<file path="src/rtl/ebu_defines.vh">
// Constants for the external bus cycle controller.
`ifndef EBU_DEFINES_VH
`define EBU_DEFINES_VH

// ============================================================
// Bus configuration register fields
`define EBU_CFG_WS_HI      3
`define EBU_CFG_WS_LO      0
`define EBU_CFG_RWDLY      5
`define EBU_CFG_BUS_TYPE_FIELD_LO    6
`define EBU_CFG_BUS_TYPE_FIELD_HI    7
`define EBU_CFG_ALECTL     9
`define EBU_CFG_BUSACT     10
`define EBU_CFG_RDYEN      12
`define EBU_CFG_CSEN       14

// ============================================================
// Bus type encodings
`define EBU_BT_8_DEMUX     2'h0
`define EBU_BT_8_MUX       2'h1
`define EBU_BT_16_DEMUX    2'h2
`define EBU_BT_16_MUX      2'h3

// ============================================================
// Default configuration values after reset
`define EBU_DEF_SINGLE     16'h0200
`define EBU_DEF_EXTERNAL   16'h060F

// ============================================================
// Window select register fields
`define EBU_SEL_SIZE_HI    3
`define EBU_SEL_SIZE_LO    0
`define EBU_SEL_BASE_HI    15
`define EBU_SEL_BASE_LO    4

// ============================================================
// Reset configuration latch fields on the muxed port
`define EBU_RST_BUS_TYPE_FIELD_HI    7
`define EBU_RST_BUS_TYPE_FIELD_LO    6
`define EBU_RST_CHIP_SELECT_COUNT_HI   10
`define EBU_RST_CHIP_SELECT_COUNT_LO   9
`define EBU_RST_SEGMENT_LINES_SELECT_HI  12
`define EBU_RST_SEGMENT_LINES_SELECT_LO  11

// ============================================================
// Segment line select codes
`define EBU_SAL_FOUR       2'h0
`define EBU_SAL_NONE       2'h1
`define EBU_SAL_EIGHT      2'h2
`define EBU_SAL_TWO        2'h3

// Cycles the input synchronisers need before the straps are valid.
`define EBU_STRAP_WAIT     2'h2

`endif

</file>
<file path="src/rtl/ebu_ctrl.v">
// External bus cycle controller: windows, reset straps and bus cycle sequencer.
// Contract
// - Single chip plus four external bus modes.
// - Four windows; misses use default configuration.
// - Window configuration sets mode, width, timing.
// - External access pin high clears default configuration except ALECTL and bus type.
// - Single chip: no external access, ports free; active windows still go out, a demux window still drives the address port.
// - Demux: address port; mux: muxed port, plus address port while any demux is configured.
// - Bus taken only when bus active set.
// - Pin low: bus type loaded, later writable.
// - Intra-segment address on muxed or address port.
// - Segment lines eight, four, two, none.
// - Segmentation disabled: no segment lines.
// - Segmentation disable decides pointer save.
// - 8-bit mux keeps A15-A8 steady.
// - Segment lines stay driven whole cycle.
// - Mux: strobe, address, removal, then command.
// - Read data latched before command ends.
// - Write data held until next cycle.
// - Demux command after programmable address delay.
// - Demux write followed by next address.
// - Read and write strobes high in reset, and in hold while idle.
// - Enabled ready input terminates the cycle.
`timescale 1ns/10ps
`include "ebu_defines.vh"

module ebu_ctrl
#(
	parameter NWIN = 4
)
(
	// Clock, reset and clock enable
	input  wire               CLK,
	input  wire               RESET,
	input  wire               CE,
	// Request port from the core
	input  wire               REQ,
	input  wire [23:0]        REQ_ADDR,
	input  wire               REQ_WRITE,
	input  wire [1:0]         REQ_BE,
	input  wire [15:0]        REQ_WDATA,
	output reg                REQ_READY,
	output reg                ACK,
	output reg                ERR,
	output reg  [15:0]        RDATA,
	// Configuration and status
	input  wire [NWIN*16-1:0] WIN_CFG,
	input  wire [NWIN*16-1:0] WIN_SEL,
	input  wire               DEF_CFG_WR,
	input  wire [15:0]        DEF_CFG_WDATA,
	output reg  [15:0]        DEF_CFG,
	input  wire               SGT_DIS,
	output reg                SAVE_CSP,
	output reg                SINGLE_CHIP,
	// Bus pins
	input  wire               EA_N,
	input  wire               HOLD,
	input  wire               READY_N,
	input  wire [15:0]        P0_IN,
	output reg  [15:0]        P0_OUT,
	output reg  [1:0]         P0_OE,
	output reg  [15:0]        P1_OUT,
	output reg                P1_OE,
	output reg  [7:0]         P4_OUT,
	output reg  [7:0]         P4_OE,
	output reg                ALE,
	output reg                RD_N,
	output reg                WR_N,
	output reg                WRH_N,
	output reg  [NWIN-1:0]    CS_N
);

// ============================================================
// State codes
localparam S_IDLE = 2'h0;
localparam S_ALE  = 2'h1;
localparam S_ADRH = 2'h2;
localparam S_CMD  = 2'h3;

// ============================================================
// Pin synchronisers
reg  [15:0] p0_m_r;
reg  [15:0] p0_s_r;
reg  [2:0]  pin_m_r;
reg  [2:0]  pin_s_r;
wire        ea_n_s  = pin_s_r[0];
wire        hold_s  = pin_s_r[1];
wire        ready_s = ~pin_s_r[2];

always @(posedge CLK or posedge RESET)
begin
	if (RESET)
	begin
		p0_m_r  <= 16'h0000;
		p0_s_r  <= 16'h0000;
		pin_m_r <= 3'h7;
		pin_s_r <= 3'h7;
	end
	else if (CE)
	begin
		p0_m_r  <= P0_IN;
		p0_s_r  <= p0_m_r;
		pin_m_r <= {READY_N, HOLD, EA_N};
		pin_s_r <= pin_m_r;
	end
end

// ============================================================
// Window decode
wire [NWIN-1:0] hit;
wire [NWIN-1:0] win_demux;
genvar gi;
generate
	for (gi = 0; gi < NWIN; gi = gi + 1)
	begin : g_win
		wire [15:0] sel  = WIN_SEL[gi*16 +: 16];
		wire [15:0] cfg  = WIN_CFG[gi*16 +: 16];
		wire [11:0] mask = 12'hFFF << sel[`EBU_SEL_SIZE_HI:`EBU_SEL_SIZE_LO];
		assign hit[gi] = cfg[`EBU_CFG_BUSACT] &&
			((REQ_ADDR[23:12] & mask) == (sel[`EBU_SEL_BASE_HI:`EBU_SEL_BASE_LO] & mask));
		assign win_demux[gi] = cfg[`EBU_CFG_BUSACT] && !cfg[`EBU_CFG_BUS_TYPE_FIELD_LO];
	end
endgenerate

// Lowest numbered window wins when windows overlap.
reg [15:0]     sel_cfg;
reg [NWIN-1:0] sel_onehot;
integer        k;
always @*
begin
	sel_cfg    = DEF_CFG;
	sel_onehot = {NWIN{1'b0}};
	for (k = NWIN - 1; k >= 0; k = k - 1)
	begin
		if (hit[k])
		begin
			sel_cfg    = WIN_CFG[k*16 +: 16];
			sel_onehot = {NWIN{1'b0}};
			sel_onehot[k] = 1'b1;
		end
	end
end

// ============================================================
// Straps and segment mask
reg        strap_done_r;
reg [1:0]  strap_cnt_r;
reg [1:0]  segment_lines_select_r;
reg [1:0]  chip_select_count_r;
reg [7:0]  seg_mask;
reg [NWIN-1:0] cs_allow;

always @*
begin
	case (segment_lines_select_r)
		`EBU_SAL_EIGHT: seg_mask = 8'hFF;
		`EBU_SAL_FOUR:  seg_mask = 8'h0F;
		`EBU_SAL_TWO:   seg_mask = 8'h03;
		default:        seg_mask = 8'h00;
	endcase
	if (SGT_DIS)
		seg_mask = 8'h00;
	case (chip_select_count_r)
		2'h1:    cs_allow = {{(NWIN-2){1'b0}}, 2'h3};
		2'h2:    cs_allow = {{(NWIN-3){1'b0}}, 3'h7};
		2'h3:    cs_allow = {NWIN{1'b1}};
		default: cs_allow = {NWIN{1'b0}};
	endcase
end

wire       any_demux = (|win_demux) || (DEF_CFG[`EBU_CFG_BUSACT] && !DEF_CFG[`EBU_CFG_BUS_TYPE_FIELD_LO]);
wire       ext_ok    = sel_cfg[`EBU_CFG_BUSACT];
wire       sel_8bit  = !sel_cfg[`EBU_CFG_BUS_TYPE_FIELD_HI];
wire       sel_mux   = sel_cfg[`EBU_CFG_BUS_TYPE_FIELD_LO];

// ============================================================
// Cycle sequencer
reg [1:0]  state_r;
reg [15:0] cfg_r;
reg [23:0] addr_r;
reg        write_r;
reg [1:0]  be_r;
reg [15:0] wdata_r;
reg        hi_r;
reg        second_r;
reg        ext_r;
reg [3:0]  ws_r;
reg [15:0] p0_nxt;

wire       cyc_mux  = cfg_r[`EBU_CFG_BUS_TYPE_FIELD_LO];
wire       cyc_8bit = !cfg_r[`EBU_CFG_BUS_TYPE_FIELD_HI];

always @*
begin
	if (cyc_8bit)
		p0_nxt = {addr_r[15:8], hi_r ? wdata_r[15:8] : wdata_r[7:0]};
	else if (be_r == 2'h2)
		p0_nxt = {wdata_r[15:8], wdata_r[15:8]};
	else if (be_r == 2'h1)
		p0_nxt = {wdata_r[7:0], wdata_r[7:0]};
	else
		p0_nxt = wdata_r;
end

always @(posedge CLK or posedge RESET)
begin
	if (RESET)
	begin
		state_r      <= S_IDLE;
		strap_done_r <= 1'b0;
		strap_cnt_r  <= 2'h0;
		segment_lines_select_r     <= `EBU_SAL_NONE;
		chip_select_count_r      <= 2'h0;
		DEF_CFG      <= `EBU_DEF_SINGLE;
		SINGLE_CHIP  <= 1'b1;
		SAVE_CSP     <= 1'b0;
		cfg_r        <= 16'h0000;
		addr_r       <= 24'h000000;
		write_r      <= 1'b0;
		be_r         <= 2'h0;
		wdata_r      <= 16'h0000;
		hi_r         <= 1'b0;
		second_r     <= 1'b0;
		ext_r        <= 1'b0;
		ws_r         <= 4'h0;
		REQ_READY    <= 1'b0;
		ACK          <= 1'b0;
		ERR          <= 1'b0;
		RDATA        <= 16'h0000;
		P0_OUT       <= 16'h0000;
		P0_OE        <= 2'h0;
		P1_OUT       <= 16'h0000;
		P1_OE        <= 1'b0;
		P4_OUT       <= 8'h00;
		P4_OE        <= 8'h00;
		ALE          <= 1'b0;
		RD_N         <= 1'b1;
		WR_N         <= 1'b1;
		WRH_N        <= 1'b1;
		CS_N         <= {NWIN{1'b1}};
	end
	else if (CE)
	begin
		ACK <= 1'b0;
		ERR <= 1'b0;
		SAVE_CSP <= !SGT_DIS;
		// The straps are read only once the synchronisers hold settled pin levels.
		if (!strap_done_r)
		begin
			if (strap_cnt_r == `EBU_STRAP_WAIT)
			begin
				strap_done_r <= 1'b1;
				segment_lines_select_r     <= p0_s_r[`EBU_RST_SEGMENT_LINES_SELECT_HI:`EBU_RST_SEGMENT_LINES_SELECT_LO];
				chip_select_count_r      <= p0_s_r[`EBU_RST_CHIP_SELECT_COUNT_HI:`EBU_RST_CHIP_SELECT_COUNT_LO];
				SINGLE_CHIP  <= ea_n_s;
				// Pin high clears all but keeps bus type and sets the lengthened latch strobe.
				// Pin low loads bus type, bus active.
				DEF_CFG <= (ea_n_s ? `EBU_DEF_SINGLE : `EBU_DEF_EXTERNAL) |
					{8'h00, p0_s_r[`EBU_RST_BUS_TYPE_FIELD_HI:`EBU_RST_BUS_TYPE_FIELD_LO], 6'h00};
			end
			else
				strap_cnt_r <= strap_cnt_r + 2'h1;
		end
		else if (DEF_CFG_WR)
		begin
			DEF_CFG     <= DEF_CFG_WDATA;
			SINGLE_CHIP <= !DEF_CFG_WDATA[`EBU_CFG_BUSACT] && !(|win_demux);
		end
		// Address port owned while any demux is configured.
		P1_OE <= strap_done_r && any_demux;
		case (state_r)
			S_IDLE:
			begin
				REQ_READY <= strap_done_r && !hold_s;
				if (REQ && REQ_READY)
				begin
					// Only active configurations reach the pins.
					if (!ext_ok || hold_s)
					begin
						ACK       <= 1'b1;
						ERR       <= 1'b1;
						REQ_READY <= 1'b0;
					end
					else
					begin
						// Cycle shape taken from the selected configuration.
						cfg_r     <= sel_cfg;
						addr_r    <= SGT_DIS ? {8'h00, REQ_ADDR[15:0]} : REQ_ADDR;
						write_r   <= REQ_WRITE;
						be_r      <= REQ_BE;
						wdata_r   <= REQ_WDATA;
						hi_r      <= sel_8bit && (REQ_BE == 2'h2);
						second_r  <= sel_8bit && (REQ_BE == 2'h3);
						ext_r     <= sel_cfg[`EBU_CFG_ALECTL];
						REQ_READY <= 1'b0;
						CS_N      <= ~(sel_onehot & cs_allow & {NWIN{sel_cfg[`EBU_CFG_CSEN]}});
						state_r   <= S_ALE;
						ALE       <= 1'b1;
						P1_OUT    <= {REQ_ADDR[15:1], sel_8bit ? (REQ_BE == 2'h2) : REQ_ADDR[0]};
						P4_OUT    <= (SGT_DIS ? 8'h00 : REQ_ADDR[23:16]) & seg_mask;
						P4_OE     <= seg_mask;
						if (sel_mux)
						begin
							// Address driven with the latch strobe.
							P0_OUT <= {REQ_ADDR[15:1], sel_8bit ? (REQ_BE == 2'h2) : REQ_ADDR[0]};
							P0_OE  <= 2'h3;
						end
						else
							P0_OE  <= 2'h0;
					end
				end
			end
			S_ALE:
			begin
				// Lengthened latch strobe adds one cycle.
				if (ext_r)
					ext_r <= 1'b0;
				else
				begin
					ALE <= 1'b0;
					if (cyc_mux || cfg_r[`EBU_CFG_RWDLY])
						state_r <= S_ADRH;
					else
					begin
						state_r <= S_CMD;
						ws_r    <= cfg_r[`EBU_CFG_WS_HI:`EBU_CFG_WS_LO];
						RD_N    <= write_r;
						WR_N    <= !(write_r && (cyc_8bit || be_r[0]));
						WRH_N   <= !(write_r && !cyc_8bit && be_r[1]);
						P0_OUT  <= p0_nxt;
						P0_OE   <= write_r ? (cyc_8bit ? 2'h1 : 2'h3) : 2'h0;
					end
				end
			end
			S_ADRH:
			begin
				state_r <= S_CMD;
				ws_r    <= cfg_r[`EBU_CFG_WS_HI:`EBU_CFG_WS_LO];
				RD_N    <= write_r;
				WR_N    <= !(write_r && (cyc_8bit || be_r[0]));
				WRH_N   <= !(write_r && !cyc_8bit && be_r[1]);
				P0_OUT  <= p0_nxt;
				// 8-bit mux keeps the high address byte driven.
				if (cyc_mux && cyc_8bit)
					P0_OE <= write_r ? 2'h3 : 2'h2;
				else
					P0_OE <= write_r ? (cyc_8bit ? 2'h1 : 2'h3) : 2'h0;
			end
			default:
			begin
				if (ws_r != 4'h0)
					ws_r <= ws_r - 4'h1;
				// Ready ends the cycle when enabled.
				else if (!cfg_r[`EBU_CFG_RDYEN] || ready_s)
				begin
					RD_N  <= 1'b1;
					WR_N  <= 1'b1;
					WRH_N <= 1'b1;
					// Read data captured with strobe release.
					if (!write_r)
					begin
						P0_OE <= (cyc_mux && cyc_8bit) ? 2'h2 : 2'h0;
						if (!cyc_8bit)
							RDATA <= p0_s_r;
						else if (hi_r)
							RDATA[15:8] <= p0_s_r[7:0];
						else
							RDATA[7:0] <= p0_s_r[7:0];
					end
					// Write data stays until the next cycle.
					if (second_r)
					begin
						// Word on a byte bus: low byte first, then high.
						second_r <= 1'b0;
						hi_r     <= 1'b1;
						ext_r    <= cfg_r[`EBU_CFG_ALECTL];
						state_r  <= S_ALE;
						ALE      <= 1'b1;
						// Next address follows a demux write.
						P1_OUT   <= {addr_r[15:1], 1'b1};
						if (cyc_mux)
						begin
							P0_OUT <= {addr_r[15:1], 1'b1};
							P0_OE  <= 2'h3;
						end
					end
					else
					begin
						ACK       <= 1'b1;
						CS_N      <= {NWIN{1'b1}};
						state_r   <= S_IDLE;
						REQ_READY <= 1'b0;
					end
				end
			end
		endcase
		// Hold keeps the strobes inactive while idle.
		if (hold_s && state_r == S_IDLE)
		begin
			RD_N  <= 1'b1;
			WR_N  <= 1'b1;
			WRH_N <= 1'b1;
		end
	end
end

endmodule

</file>
<file path="config.mk">
export PLATFORM = sky130hd
export DESIGN_NAME = ebu_ctrl
export DESIGN_NICKNAME = d
export VERILOG_FILES = /design/src/rtl/ebu_ctrl.v
export VERILOG_INCLUDE_DIRS = /design/src /design/src/rtl
export SDC_FILE = /design/constraint.sdc
export NUM_CORES = 1
export LEC_CHECK = 0
export ABC_AREA = 1
export BUFFER_PORTS_ARGS = -buffer_cell sky130_fd_sc_hd__buf_2
export CORE_MARGIN = 5
export CORE_UTILIZATION = 35
export CTS_BUF_LIST = sky130_fd_sc_hd__clkbuf_2 sky130_fd_sc_hd__clkbuf_4 sky130_fd_sc_hd__clkbuf_8
export CTS_CLUSTER_SIZE = 14
export DETAILED_ROUTE_END_ITERATION = 7
export SYNTH_ARGS = -nofsm -noshare
export SYNTH_HDL_FRONTEND = slang
export SYNTH_SLANG_ARGS = --single-unit
</file>
<file path="constraint.sdc">
create_clock -name CLK -period 13.4 [get_ports CLK]
set_input_delay 2.68 -clock CLK [delete_from_list [all_inputs] [get_ports CLK]]
set_output_delay 2.68 -clock CLK [all_outputs]
set_load 0.02 [all_outputs]
</file>
==> results.toml <==
[floorplan]
dieArea_sq_um = 32300
core-area_sq_um = 28500
start_util = 0.353
die_w_um = 180
io_pins = 308
placement_rows = 62
die_h_um = 180

[global_routing]
grt_pass1_wl_mm = 52.2
grt_overflow_total = 0
antenna_found_initial = 2
grt_usage = 0.200
grt_pass1_vias = 9290
grt_max_degree = 112

[power_and_ir_drop]
p_leak_nw = 6.54
irDropWorstVdd_v = 0.0000813
powerDensity_nw_per_um2 = 181

[synth]
avgSynthCellArea_sq_um = 7.46
synth_top_area_share = 0.427
synth_edf_count = 0
ys_warn_count = 0
synth.distinct_cells = 52
synth_top_flop_cell = "dfrtp_1"
syn_inst = 1350
ys_seq_elements = 188
yosys.area.top_type = "dfrtp_1"
syn-cell-area_sq_um = 10100
synth_nets = 1569
ys_seq_area_frac = 0.469
synth.area.top_cells = "dfrtp_1, nand2_1, o21ai_0"
synthArstFlopShare = 1.00

[clocking]
cts_root_buffer = "clkbuf_8"
clk_pin_slew_worst_paths_ps = 100
cts_resized = 0
clock_sinks = 188
clkLatencyLatePin_ps = 480
cts-buffers-inserted = 17
cts_tree = "built"
clock_path_buffers = 2
h-tree-depth = 4
cts_hold_buf = 0
post_cts_buffers = 0

[drt]
routed_wirelength_mm = 33.1
ant_nets = 0
route.detailed.drc = 0
viasPerCell = 4.80
drt_pass1_iterations = 5
vias = 9586
drt_iter0_drc = 840
wl_per_cell_um = 16.6

[cells_and_area]
fin_util = 0.425
area_growth_pct = 20.4
diodes = 0
nFillCells = 3042
fin_cells = 1998
final_nets = 1820
fin_area_sq_um = 12100
layout-drive-gt1-share = 0.231

[timing]
post-route-period-util = 0.415
slew_headroom = 0.301
skew_ps = 22.1
tightest_slew_ps = 1050
hold_violations = 0
period_needed_ps = 5560
grt_setup_unrepaired = "false"
timing.fmax_ghz = 0.180
drv_slew = 0
tns_ps = 0
setup_viol = 0

[setup_path]
crit_path_end_kind = "flop"
arrival_ps = 5960
cp-start-kind = "input port"
cp_slowest_cell = "clkinv_1"
path_class = "input port to flop"
cp_data_required_time_ps = 13800
path_max_fanout = 58
slowest_delay_ps = 940
path_cells = "buf_2 > buf_4 > clkinv_1 > a211oi_1 > nand3_4 > inv_4 > o21ai_0 > nand2_1"

[run]
max_cap_viol_count = 0

[placed_design]
port_buffers = 287
gp_congestion = 0.896
post-place-cells = 1966
placed_area_sq_um = 11700
dp_hpwl_mm = 24.6

[hold_path]
worstHoldPathType = "flop to flop"

[status]
outcome = "finished clean"
worst max-delay path: cells and delay by family:
| family | cells | cell delay (ps) |
|---|---|---|
| AOI/OAI and AO/OA | 2 | 990 |
| buffers and inverters | 4 | 1790 |
| and+or+nand+nor | 2 | 470 |
cell type report:
cell class | count | area, sq um | area share
Tap cell | 384 | 480 | 0.0396
Timing Repair Buffer | 293 | 1480 | 0.122
Clock inverter | 14 | 178 | 0.0146
Multi-Input combinational cell | 986 | 4580 | 0.378
Inverter | 115 | 444 | 0.0366
Clock buffer | 18 | 241 | 0.0199
Sequential cell | 188 | 4720 | 0.389
cell usage after synthesis, types with 3 or more instances:
master      n
nand3_1    45
nor2_1     83
or2_0       5
dfstp_2    16
buf_1       5
nand4_1     4
xnor2_1    11
nand2_4     4
buf_2      16
inv_1     104
inv_2       5
xor2_1     15
clkinv_1    4
nand2_1   541
o211ai_1   14
nand2_2     5
o31ai_1    10
a21oi_1    31
buf_4      12
dfrtp_1   172
nor3_1      8
clkbuf_1   23
a22o_1      3
o21ai_1    22
a31oi_1    18
nor2_2      4
ha_1        7
o21ai_0   129
buf_6       5
metal layers:
layer,vias to the layer above,global-route usage,routed length (um)
met5,-,0,25
met4,4,0.0433,457
met3,34,0.0443,1900
met2,280,0.320,15400
met1,4456,0.282,15300
li1,4812,-,-
path summary, 6_finish.rpt:
| path | start | endpoint | slack [ps] | depth (start not counted) |
|---|---|---|---|---|
| max | CE | P1_OUT[0] | 7840 | 8 |
| min | pin_m_r[0] | pin_m_r[0] | 470 | 2 |
| min reg2reg | pin_m_r[0] | pin_m_r[0] | 470 | 2 |
| max in group asynchronous | RESET | cfg_r[9] | 9570 | 3 |
| max reg2reg | state_r[1] | P4_OUT[1] | 10200 | 9 |
| min in group asynchronous | RESET | P0_OUT[6] | 2330 | 2 |
report_power, final:
group | switching [mW] | internal [mW]
logic | 0.628 | 0.300
registers | 0.117 | 0.747
clock network | 0.238 | 0.161
total | 0.983 | 1.21
kinds of logic (layout without fill, tap and decap cells):
| logic type | after synthesis | in the layout | synth area share |
|---|---|---|---|
| buffers and inverters | 176 | 440 | 0.0763 |
| AO/OA/AOI/OAI | 239 | 239 | 0.132 |
| XOR/XNOR | 26 | 26 | 0.0226 |
| AND/OR/NAND/NOR | 714 | 714 | 0.292 |
| adder cells (fa/ha/maj) | 7 | 7 | 0.00869 |
| flip-flops | 188 | 188 | 0.469 |
sequential cells by signal (all words and copies together) (netlist names), 2 cells and up:
signal	count
pin_m_r	3
P0_OE	2
CS_N	4
pin_s_r	3
cfg_r	9
strap_cnt_r	2
wdata_r	16
P0_OUT	16
addr_r	15
RDATA	16
P4_OE	3
P4_OUT	8
be_r	2
segment_lines_select_r	2
p0_s_r	16
P1_OUT	16
DEF_CFG	16
state_r	2
ws_r	4
p0_m_r	16
chip_select_count_r	2
cell usage in the layout, fill, tap and decap left out, types with 2 or more instances in the layout:
| cell type | instances |
|---|---|
| xor2_1 | 15 |
| or2_0 | 5 |
| inv_1 | 103 |
| o211ai_1 | 14 |
| a31oi_1 | 18 |
| clkinv_8 | 4 |
| nand2_2 | 5 |
| nor3_2 | 2 |
| clkinv_4 | 2 |
| dfrtp_1 | 172 |
| o21ai_0 | 129 |
| a211oi_1 | 2 |
| inv_6 | 4 |
| inv_2 | 5 |
| nor2_1 | 83 |
| nor3_1 | 8 |
| nand3_1 | 45 |
| nand2_1 | 541 |
| a21oi_1 | 31 |
| nor4_1 | 2 |
| dfstp_2 | 16 |
| clkbuf_8 | 17 |
| inv_8 | 3 |
| nand3_2 | 2 |
| clkinv_1 | 4 |
| o41ai_1 | 2 |
| ha_1 | 7 |
| nand2_4 | 4 |
| inv_4 | 2 |
| o31ai_1 | 10 |
| nor2_2 | 4 |
| o21ai_1 | 22 |
| buf_2 | 287 |
| xnor2_1 | 11 |
| nand4_1 | 4 |
| a22o_1 | 3 |
| buf_4 | 6 |
per-stage QoR:
step / setup slack [ps] / hold slack (ps) / power (mW)
floorplan: 5630 / 442 / 1.50
global placement: 7290 / 450 / 1.80
detailed placement: 7260 / 455 / 1.81
CTS: 7790 / 472 / 2.21
global route: 7560 / 494 / 2.37
finish: 7840 / 471 / 2.19
(Power assumes the default switching activity.)
